==> config.mk <==
export PLATFORM = sky130hd
export DESIGN_NAME = apd_top
export DESIGN_NICKNAME = d
export VERILOG_FILES = /design/src/core/apd_pkg.sv /design/src/core/apd_sync.sv /design/src/core/apd_top.sv
export SDC_FILE = /design/constraint.sdc
export NUM_CORES = 1
export LEC_CHECK = 0
export BUFFER_PORTS_ARGS = -buffer_cell sky130_fd_sc_hd__buf_2
export CAP_MARGIN = 20
export CORE_MARGIN = 2
export CORE_UTILIZATION = 60
export CTS_CLUSTER_DIAMETER = 120
export DETAILED_ROUTE_END_ITERATION = 12
export GPL_TIMING_DRIVEN = 0
export PLACE_DENSITY_LB_ADDON = 0.1
export SYNTH_ARGS = -nofsm -noshare
export SYNTH_HDL_FRONTEND = slang
export SYNTH_SLANG_ARGS = --single-unit
==> constraint.sdc <==
create_clock -name clk_sys -period 6.1 [get_ports clk_sys]
set_clock_uncertainty 0.05 [all_clocks]
set_input_delay 0.305 -clock clk_sys [delete_from_list [all_inputs] [get_ports clk_sys]]
set_output_delay 0.305 -clock clk_sys [all_outputs]
set_load 0.02 [all_outputs]
==> src/core/apd_pkg.sv <==
/*
  Shared constants for the auxiliary port direction block: register
  offsets, field positions, reset values and widths.
  Assumes the importing module uses an 8-bit data and 4-bit address port.
*/
package apd_pkg;
  // Port geometry
  localparam int unsigned APD_NBITS = 6; // Pins in the auxiliary port
  localparam int unsigned APD_NSHARE = 3; // Pins in each shared half
  localparam int unsigned APD_DW = 8; // Register data width
  localparam int unsigned APD_AW = 4; // Register address width
  localparam int unsigned APD_MAIN_HI = 5; // Main inputs beyond the shared

  // Register offsets
  localparam logic [3:0] APD_OFS_DIR = 4'h0; // port_c_direction
  localparam logic [3:0] APD_OFS_LVL = 4'h1; // Output level latch
  localparam logic [3:0] APD_OFS_PINS = 4'h2; // Aux pin levels
  localparam logic [3:0] APD_OFS_BITOP = 4'h3; // Set-high / set-low
  localparam logic [3:0] APD_OFS_MAIN = 4'h4; // Main input levels
  localparam logic [3:0] APD_OFS_CMASK = 4'h5; // Condition mask
  localparam logic [3:0] APD_OFS_CVAL = 4'h6; // Condition value
  localparam logic [3:0] APD_OFS_CCTL = 4'h7; // Condition select/result

  // Reset values
  localparam logic [5:0] APD_DIR_RST = 6'h07; // Bits 0..2 out, 3..5 in
  localparam logic [5:0] APD_LVL_RST = 6'h00; // All levels low
  localparam logic [7:0] APD_ZERO8 = 8'h00; // Empty byte

  // Fields of the bit operation word
  localparam int unsigned APD_BITOP_IDX_LSB = 0; // Bit index, 3 bits
  localparam int unsigned APD_BITOP_LVL = 3; // 1 = set high, 0 = low
  localparam logic [2:0] APD_IDX_LAST = 3'h5; // Highest legal index

  // Fields of the condition control register
  localparam int unsigned APD_CCTL_SEL = 0; // 1 = aux port, 0 = main
  localparam int unsigned APD_CCTL_HIT = 1; // Result, read only
endpackage : apd_pkg

==> src/core/apd_sync.sv <==
/*
  Two flip-flop synchroniser for a bus of asynchronous levels.
  Assumes an active-low reset already synchronous to clk_sys.
*/
`timescale 1ns/1ps
module apd_sync #(
  parameter int unsigned W = 1
) (
  input wire logic clk_sys,
  input wire logic rst_n,
  input wire logic ce,
  input wire logic [W-1:0] d,
  output logic [W-1:0] q
);
  logic [W-1:0] meta_q; // First stage, read only by second stage

  // Two stages; the first is never looked at by other logic
  always_ff @(posedge clk_sys or negedge rst_n) begin
    if (!rst_n) begin
      meta_q <= '0;
      q <= '0;
    end else if (ce) begin
      meta_q <= d;
      q <= meta_q;
    end
  end
endmodule // apd_sync

==> src/core/apd_top.sv <==
/*
  Six-bit auxiliary general-purpose port with per-bit direction, output
  levels, bit set-high/set-low operations, plain input reads and a
  single-port condition test, reached over a simple register port.
  Assumes pins are sampled from outside the clock domain, that the fixed
  output functions (serial, pulse) arrive on clk_sys, and a 250 MHz clock.
*/
// The placing of the registers and the strobed register port were decided locally.
`timescale 1ns/1ps
module apd_top
  import apd_pkg::*;
#(
  parameter int unsigned NBITS = APD_NBITS
) (
  input wire logic clk_sys,
  input wire logic resetn,
  input wire logic ce,
  input wire logic [APD_AW-1:0] reg_addr,
  input wire logic [APD_DW-1:0] reg_wdata,
  input wire logic reg_wr,
  input wire logic reg_rd,
  output logic [APD_DW-1:0] reg_rdata,
  input wire logic [NBITS-1:0] pin_in,
  output logic [NBITS-1:0] pin_out,
  output logic [NBITS-1:0] pin_oe,
  input wire logic [APD_MAIN_HI-1:0] main_in_pin,
  input wire logic [APD_NSHARE-1:0] func_en,
  input wire logic [APD_NSHARE-1:0] func_val
);

  // Reset synchroniser stages
  logic rst_meta_q; // First stage, only feeds the second
  logic rst_n_s; // Released reset used by the whole block

  // Synchronised pin levels
  logic [NBITS-1:0] pin_lvl; // Aux pins after two flops
  logic [APD_MAIN_HI-1:0] main_hi_lvl; // Main inputs 3..7 after two flops

  // Software-visible state
  logic [NBITS-1:0] dir_q; // Direction, 1 = output
  logic [NBITS-1:0] dir_d; // Next direction
  logic [NBITS-1:0] lvl_q; // Output level latch
  logic [NBITS-1:0] lvl_d; // Next output level
  logic [APD_DW-1:0] cmask_q; // Condition mask
  logic [APD_DW-1:0] cval_q; // Condition compare value
  logic csel_q; // Condition port select
  logic chit_q; // Condition result

  // Pin drive registers
  logic [NBITS-1:0] pin_out_q; // Registered pin level
  logic [NBITS-1:0] pin_oe_q; // Registered output enable
  logic [NBITS-1:0] drv_d; // Next pin level

  // Read data register
  logic [APD_DW-1:0] rdata_q; // Answer, valid one cycle after read
  logic [APD_DW-1:0] rdata_d; // Selected read value

  // Decoded strobes and condition words
  logic wr_dir; // Write to direction register
  logic wr_lvl; // Write to level latch
  logic wr_bitop; // Bit operation request
  logic [2:0] op_idx; // Index carried by the bit operation
  logic op_lvl; // Level carried by the bit operation
  logic op_ok; // Index names a real pin
  logic [APD_DW-1:0] main_word; // Main input port as a byte
  logic [APD_DW-1:0] aux_word; // Aux port as a byte
  logic [APD_DW-1:0] test_word; // The one port under test

  // Reset release through two flops; not gated by ce so reset can end
  always_ff @(posedge clk_sys or negedge resetn) begin
    if (!resetn) begin
      rst_meta_q <= 1'b0;
      rst_n_s <= 1'b0;
    end else begin
      rst_meta_q <= 1'b1;
      rst_n_s <= rst_meta_q;
    end
  end

  // Aux pins come from the outside world
  apd_sync #(
    .W(NBITS)
  ) u_sync_aux (
    .clk_sys(clk_sys),
    .rst_n(rst_n_s),
    .ce(ce),
    .d(pin_in),
    .q(pin_lvl)
  );

  // Remaining main inputs also come from pins
  apd_sync #(
    .W(APD_MAIN_HI)
  ) u_sync_main (
    .clk_sys(clk_sys),
    .rst_n(rst_n_s),
    .ce(ce),
    .d(main_in_pin),
    .q(main_hi_lvl)
  );

  // Address decode for writes
  assign wr_dir = reg_wr && (reg_addr == APD_OFS_DIR);
  assign wr_lvl = reg_wr && (reg_addr == APD_OFS_LVL);
  assign wr_bitop = reg_wr && (reg_addr == APD_OFS_BITOP);
  assign op_idx = reg_wdata[APD_BITOP_IDX_LSB +: 3];
  assign op_lvl = reg_wdata[APD_BITOP_LVL];
  // Indexes 6 and 7 name no pin and are dropped
  assign op_ok = (op_idx <= APD_IDX_LAST);

  // Next direction and level
  always_comb begin
    dir_d = dir_q;
    lvl_d = lvl_q;
    if (wr_dir) begin
      // Upper two bits are simply not stored
      dir_d = reg_wdata[NBITS-1:0];
    end else if (wr_lvl) begin
      lvl_d = reg_wdata[NBITS-1:0];
    end else if (wr_bitop && op_ok) begin
      // Direction and level change together, in one write
      dir_d[op_idx] = 1'b1;
      lvl_d[op_idx] = op_lvl;
    end
  end

  // Direction register, outputs on the low half after reset
  always_ff @(posedge clk_sys or negedge rst_n_s) begin
    if (!rst_n_s) begin
      dir_q <= APD_DIR_RST;
    end else if (ce) begin
      dir_q <= dir_d;
    end
  end

  // Output level latch
  always_ff @(posedge clk_sys or negedge rst_n_s) begin
    if (!rst_n_s) begin
      lvl_q <= APD_LVL_RST;
    end else if (ce) begin
      lvl_q <= lvl_d;
    end
  end

  // Condition registers
  always_ff @(posedge clk_sys or negedge rst_n_s) begin
    if (!rst_n_s) begin
      cmask_q <= APD_ZERO8;
      cval_q <= APD_ZERO8;
      csel_q <= 1'b0;
    end else if (ce) begin
      if (reg_wr && (reg_addr == APD_OFS_CMASK)) begin
        cmask_q <= reg_wdata;
      end
      if (reg_wr && (reg_addr == APD_OFS_CVAL)) begin
        cval_q <= reg_wdata;
      end
      if (reg_wr && (reg_addr == APD_OFS_CCTL)) begin
        csel_q <= reg_wdata[APD_CCTL_SEL];
      end
    end
  end

  // Main input port: its low three inputs are the aux high pins
  assign main_word = {main_hi_lvl, pin_lvl[NBITS-1:APD_NSHARE]};
  assign aux_word = {{(APD_DW-NBITS){1'b0}}, pin_lvl};
  // Only one port ever feeds the comparison; no mixing possible
  assign test_word = csel_q ? aux_word : main_word;

  // Condition result, re-evaluated every cycle that ce is high
  always_ff @(posedge clk_sys or negedge rst_n_s) begin
    if (!rst_n_s) begin
      chit_q <= 1'b0;
    end else if (ce) begin
      chit_q <= ((test_word & cmask_q) == (cval_q & cmask_q));
    end
  end

  // Pin drive selection per bit
  always_comb begin
    drv_d = lvl_q;
    for (int i = 0; i < APD_NSHARE; i++) begin
      // Low half doubles as fixed outputs, so those functions win
      if (func_en[i]) begin
        drv_d[i] = func_val[i];
      end
    end
    // High half never sees func_en: static latch levels only
  end

  // Registered pin drive; an input pin is released and held low
  always_ff @(posedge clk_sys or negedge rst_n_s) begin
    if (!rst_n_s) begin
      pin_out_q <= APD_LVL_RST;
      pin_oe_q <= APD_DIR_RST;
    end else if (ce) begin
      pin_out_q <= drv_d & dir_q;
      pin_oe_q <= dir_q;
    end
  end

  // Read mux; unmapped offsets answer zero
  always_comb begin
    rdata_d = APD_ZERO8;
    unique case (reg_addr)
      APD_OFS_DIR: rdata_d = {2'b00, dir_q};
      APD_OFS_LVL: rdata_d = {2'b00, lvl_q};
      // Plain sampled levels; no counting or timing taps exist
      APD_OFS_PINS: rdata_d = aux_word;
      APD_OFS_MAIN: rdata_d = main_word;
      APD_OFS_CMASK: rdata_d = cmask_q;
      APD_OFS_CVAL: rdata_d = cval_q;
      APD_OFS_CCTL: rdata_d = {6'h00, chit_q, csel_q};
      default: rdata_d = APD_ZERO8; // Bit op and holes read zero
    endcase
  end

  // Read data stands after the strobe until the next edge with ce high, then clears
  always_ff @(posedge clk_sys or negedge rst_n_s) begin
    if (!rst_n_s) begin
      rdata_q <= APD_ZERO8;
    end else if (ce) begin
      rdata_q <= reg_rd ? rdata_d : APD_ZERO8;
    end
  end

  // Outputs straight from flops
  assign reg_rdata = rdata_q;
  assign pin_out = pin_out_q;
  assign pin_oe = pin_oe_q;
endmodule // apd_top

==> impl_metrics.json, run 1 <==
{
  "placedCellCount": 433,
  "holdCritPathClass": "input pin to flip-flop",
  "arrival_ns": 1.86,
  "place_congestion": 0.857,
  "peakVddDrop_uv": 184,
  "worst-path-stages": 6,
  "synth-xor-area-share_pct": 1.19,
  "synth-adder-area-share_pct": 0,
  "synth_top_family_by_area": "multiplexers",
  "p_clk_share_pct": 35.2,
  "initial_utilization_pct": 62.2,
  "ys_ff_latch": 74,
  "max_freq_mhz": 600,
  "finalHoldViolations": 0,
  "antennaDiodeCount": 0,
  "rsz0062_at_grt": "false",
  "drc": 0,
  "finalCritPeriodShare_pct": 27.3,
  "max-slew-margin-rel_pct": 39.3,
  "dpl_cell_area_um2": 4040,
  "syn-cell-area_um2": 3680,
  "grt_pass1_vias": 2644,
  "synthMuxAreaShare_pct": 20.9,
  "drv_slew": 0,
  "yosys_most_used_dff": "dfrtp_1",
  "min_period_ns": 1.67,
  "power.switching_uw": 341,
  "multi_input_area_um2": 1680,
  "ys_seq_area_share_pct": 50.5,
  "total_power_mw": 1.28,
  "mostFrequentLayoutCells": "67 x dfrtp_1, 60 x buf_2, 43 x mux2_2, 24 x mux2i_1, 15 x nand2_1",
  "fin_tns_setup_ns": 0,
  "place_ws_ns": 4.12,
  "ff_latch_area_um2": 1860,
  "clkTransAtPathRegs_ns": 0.08,
  "crit_path_max_incr_delay_ns": 0.43,
  "clock-root-buffer": "clkbuf_8",
  "crit_type": "input pin to flip-flop",
  "grt_pass1_wl_um": 13400,
  "die_width_um": 82.3,
  "syn_nets": 341,
  "path_common_cell": "buf_2",
  "cts_tree": "yes",
  "antenna_found_initial": 0,
  "placementRows": 28,
  "p_leak_nw": 1.91,
  "fp.dieArea_um2": 6780,
  "die_y_um": 82.3,
  "drv_cap": 0,
  "nets": 404,
  "fin_ws_ns": 4.43,
  "h-tree-depth": 3,
  "io_pins": 54,
  "synth-compound-area-share_pct": 14.6,
  "syn_area_per_cell_um2": 12.0,
  "wl_per_cell_um": 18.8,
  "fin_util_pct": 72.3,
  "endpoint_kind": "flip-flop",
  "grt_usage_pct": 27.2,
  "r2r_cells": 5,
  "wl_um": 8470,
  "seqPwrFrac_pct": 48.4,
  "cts_setup_buffers": 0,
  "power_density_nw_per_um2": 299,
  "sw_frac_of_total_pct": 26.7,
  "holdPathStages": 2,
  "grt_max_degree": 73,
  "portBuffers": 51,
  "final_cells": 450,
  "viasPerCell": 6.14,
  "core_area_um2": 5920,
  "async_flop_share_pct": 100,
  "status": "completed",
  "netlist_instances": 307,
  "fillCellCount": 427,
  "synth_edf_count": 0,
  "path_cells": "buf_2, buf_2, nor2b_1, nand2_2, a21oi_1, mux2_2",
  "cts_buffer_depth": 2,
  "drtIter0Drc": 237,
  "hold_ws_ns": 0.126,
  "final_cell_area_um2": 4280,
  "dr.pass1.iters": 5,
  "clkLatencyLatePin_ns": 0.35,
  "ant_nets": 0,
  "synthSimpleGateAreaFrac_pct": 8.70,
  "layout_commonest_cell": "dfrtp_1",
  "pwr-share-comb_pct": 16.4,
  "critPathLaunchType": "input pin",
  "worstMarginPinSlew_ns": 0.911,
  "cts_sinks": 74,
  "vias": 2761,
  "drive_above_1_share_pct": 37.1,
  "cp_num_buf_inv": 2,
  "synthDistinctLibCells": 48,
  "critPathRequiredTime_ns": 6.29,
  "area_delta_synth_final_pct": 16.2,
  "power.internal_uw": 937,
  "ctsResizeCount": 0,
  "setup_viol": 0,
  "hpwlAfterDp_um": 5740,
  "cp_top_family": "simple AND/OR/NAND/NOR gates",
  "cts_made_buffers": 9,
  "yosysWarningCount": 0,
  "cp_slowest_cell": "nor2b_1",
  "crit_fanout": 10,
  "grt-ovfl-total": 0
}
[state kept, by name, summed over array words and instances (netlist names), 6 cells and up]
register,flops
cmask_q,8
cval_q,8
dir_q,6
lvl_q,6
pin_oe,6
pin_out,6
reg_rdata,8
u_sync_aux.meta_q,6
u_sync_aux.q,6
[worst reg2reg max path, stage by stage, from the launching register on]
cell	delay, ns
dfrtp_1	0.35
buf_6	0.15
mux2i_1	0.22
xnor2_1	0.10
a2111o_1	0.42
o32ai_1	0.21
[path summary, 6_finish.rpt]
| kind | from | to | slack [ns] |
|---|---|---|---|
| worst max register to register | csel_q | chit_q | 4.51 |
| max in group asynchronous | rst_n_s | pin_out[2] | 4.99 |
| worst min register to register | rst_meta_q | rst_n_s | 0.31 |
| worst max-delay path | reg_addr[1] | lvl_q[3] | 4.43 |
| min in group asynchronous | resetn | rst_n_s | 0.20 |
| worst min-delay path | pin_in[4] | u_sync_aux.meta_q[4] | 0.13 |
[logic make-up (layout without fill, tap and decap cells)]
family | Yosys count | count (layout)
buffers and inverters | 32 | 100
AOI/OAI and AO/OA | 73 | 73
DFF | 74 | 74
xor gates and xnor gates | 5 | 5
other | 1 | 1
muxes | 69 | 69
and+or+nand+nor | 53 | 53
[routing by layer]
metal | vias up | track usage, % | wire, um
met1 | 1384 | 36.5 | 3750
met5 | - | 0 | 0
met3 | 17 | 5.00 | 534
met4 | 0 | 13.2 | 167
li1 | 1258 | - | -
met2 | 102 | 42.6 | 4020
[power groups by stage]
stage	Sequential (mW)	Clock [mW]	Combinational (mW)
global route	0.629	0.477	0.228
detailed placement	0.627	0	0.208
global placement	0.624	0	0.203
finish	0.618	0.449	0.210
CTS	0.618	0.455	0.210
floorplan	0.617	0	0.148
[final cells by class]
class                      instances  area share (%)
buffer                            19            2.28
clock buffer                      10            2.98
clock inverter                     6            2.46
inverter                          13            1.14
multi-input combinational        201            39.2
sequential                        74            43.6
tap                               75            2.19
timing repair buffer              52            6.20
[cell usage after synthesis (6+ instances only)]
cell	count	area (um^2)
a21oi_1	10	50.1
dfrtp_1	68	1700
dfstp_2	6	158
nand2_1	15	56.3
nand3_1	6	30.0
mux2_2	43	484
o211ai_1	7	52.6
o22a_1	12	105
o21ai_0	14	70.1
mux2i_1	24	240
a211oi_1	6	45.0
buf_2	9	45.0
inv_1	12	45.0
[repair_timing]
| action | in CTS | in global routing |
|---|---|---|
| setup endpoints to repair | 0 | 0 |
| hold endpoints to repair | 2 | 0 |
| hold buffers | 1 | 0 |
Note: power is estimated with default switching activity, not from simulation.
==> inputs of run 2 (changes only) <==
--- a/config.mk
+++ b/config.mk
@@ -8,7 +8,7 @@
 export BUFFER_PORTS_ARGS = -buffer_cell sky130_fd_sc_hd__buf_2
 export CAP_MARGIN = 20
 export CORE_MARGIN = 2
-export CORE_UTILIZATION = 60
+export CORE_UTILIZATION = 51
 export CTS_CLUSTER_DIAMETER = 120
 export DETAILED_ROUTE_END_ITERATION = 12
 export GPL_TIMING_DRIVEN = 0
==> constraint.sdc (replaced) <==
create_clock -name clk_sys -period 1.36 [get_ports clk_sys]
set_clock_uncertainty 0.05 [all_clocks]
set_input_delay 0.068 -clock clk_sys [delete_from_list [all_inputs] [get_ports clk_sys]]
set_output_delay 0.068 -clock clk_sys [all_outputs]
set_load 0.02 [all_outputs]
==> run 2 against run 1 <==
  * The flow now finishes with violations (setup timing)
  * Combinational power grew to 5.1 times the previous value
  * Hold slack got worse by 0.088 ns
  * Flip-flop and latch count stayed put
  * Die area up 17%
==> impl_metrics.json, run 2 (synthesis results as in run 1) <==
{
  "status": "complete, but fails checks",
  "violations": "setup timing",
  "dpl_cell_area_um2": 4070,
  "pwr-share-comb_pct": 19.1,
  "cts_sinks": 74,
  "viasPerCell": 5.57,
  "worstMarginPinSlew_ns": 0.905,
  "total_power_mw": 5.60,
  "io_pins": 54,
  "cts_buffer_depth": 2,
  "power.switching_mw": 1.58,
  "max-slew-margin-rel_pct": 39.7,
  "cp-endpoint": "chit_q",
  "dr.pass1.iters": 4,
  "setup_viol": 3,
  "clock-root-buffer": "clkbuf_8",
  "nets": 433,
  "drv_slew": 0,
  "cts_made_buffers": 9,
  "grt_max_degree": 73,
  "crit_fanout": 9,
  "ant_nets": 0,
  "use_met2_pct": 39.9,
  "fin_util_pct": 66.4,
  "grt_usage_pct": 24.3,
  "finalCritPeriodShare_pct": 116,
  "grt_pass1_vias": 2788,
  "p_leak_nw": 2.03,
  "timing.rr.end": "chit_q",
  "clkTransAtPathRegs_ns": 0.08,
  "die_y_um": 89.0,
  "critPathRequiredTime_ns": 1.57,
  "area_delta_synth_final_pct": 24.5,
  "power.internal_mw": 4.03,
  "drive_above_1_share_pct": 39.1,
  "grt_busiest_layer": "met2",
  "placementRows": 30,
  "h-tree-depth": 3,
  "peakVddDrop_uv": 859,
  "critPathLaunchType": "flip-flop",
  "fillCellCount": 615,
  "p_clk_share_pct": 31.4,
  "fin_ws_ns": -0.215,
  "place_congestion": 0.821,
  "placedCellCount": 454,
  "place_ws_ns": -0.427,
  "clkLatencyLatePin_ns": 0.35,
  "arrival_ns": 1.78,
  "holdCritPathClass": "input pin to flip-flop",
  "core_area_um2": 6910,
  "vias": 2786,
  "sw_frac_of_total_pct": 28.1,
  "drv_cap": 0,
  "hold_ws_ns": 0.0387,
  "max_freq_mhz": 635,
  "power_density_nw_per_um2": 1220,
  "crit_type": "flip-flop to flip-flop",
  "antennaDiodeCount": 0,
  "final_cells": 500,
  "fp.dieArea_um2": 7920,
  "portBuffers": 51,
  "antenna_found_initial": 0,
  "rsz0062_at_grt": "true",
  "hpwlAfterDp_um": 6010,
  "mostFrequentLayoutCells": "64 x dfrtp_1, 60 x buf_2, 42 x mux2_2, 23 x mux2i_1, 23 x dlygate4sd3_1",
  "r2r_cells": 5,
  "grt-ovfl-total": 0,
  "wl_um": 8760,
  "layout_commonest_cell": "dfrtp_1",
  "endpoint_kind": "flip-flop",
  "r2r-start": "csel_q",
  "startpoint": "csel_q",
  "fin_tns_setup_ns": -0.309,
  "grt_util_met3_pct": 4.71,
  "min_period_ns": 1.57,
  "drtIter0Drc": 140,
  "grtUsageMet1_pct": 32.8,
  "cts_tree": "yes",
  "initial_utilization_pct": 53.3,
  "final_cell_area_um2": 4580,
  "grt_pass1_wl_um": 14100,
  "die_width_um": 89.0,
  "finalHoldViolations": 0,
  "wl_per_cell_um": 17.5,
  "drc": 0,
  "seqPwrFrac_pct": 49.5,
  "rrSetupSlack_ns": -0.21
}
[run 2: cell count changes in the layout (fill, tap and decap cells not counted), moves of 2 or more]
cell and delta:
clkbuf_8 +2, bufinv_16 -2, buf_1 -2, o21ai_0 -3, dfrtp_1 -3, clkbuf_1 -2, clkbuf_2 +3, dlygate4sd3_1 +22
buf_4 +6, o21ai_1 +2, dfrtp_2 +3
[run 2: worst min-delay path by stage]
stage          slack, ns          from         end  depth (start not counted)
6_report            0.04  reg_wdata[3]    dir_q[3]                          2
5_1_grt             0.05  reg_wdata[3]  cmask_q[3]                          2
2_1_floorplan      -0.28        resetn  rst_meta_q                          0
3_5_place_dp       -0.19        resetn  rst_meta_q                          1
3_3_place_gp       -0.20        resetn  rst_meta_q                          1
4_1_cts             0.03  reg_wdata[3]    dir_q[3]                          2
[run 2: cell type report]
class | instances | area, um^2 | share of cell area [%]
clock inverter | 5 | 52.6 | 1.15
timing repair buffer | 81 | 542 | 11.8
clock buffer | 11 | 151 | 3.30
sequential | 74 | 1870 | 40.7
tap | 96 | 120 | 2.62
multi-input combinational | 201 | 1700 | 37.1
inverter | 13 | 48.8 | 1.06
buffer | 19 | 101 | 2.21
[run 2: power by group through the flow]
stage	sequential (mW)	combinational, mW	clock, mW
after global placement	2.81	0.918	0
after CTS	2.77	1.03	1.78
after global routing	2.82	1.16	1.87
final	2.77	1.07	1.76
after detailed placement	2.82	0.938	0
after floorplan	2.77	0.667	0
[run 2: critical path, stage by stage (launching register included)]
cell and delay (ns):
dfrtp_1 0.35, buf_6 0.15, mux2i_1 0.22, xnor2_1 0.10
a2111o_1 0.43, o32ai_2 0.19
[run 2: routing by layer]
metal | vias to the layer above | wire [um] | share of wire [%]
li1 | 1325 | - | -
met5 | - | 0 | 0
met2 | 79 | 4170 | 48
met3 | 9 | 414 | 4.7
met1 | 1373 | 4050 | 46
met4 | 0 | 119 | 1.4
[run 2: timing repair]
action,CTS,global route
pin swaps,1,3
endpoints found under the hold margin,26,0
hold buffers,23,0
setup endpoints to repair,3,16
setup buffers,5,2
gates resized for setup,2,12
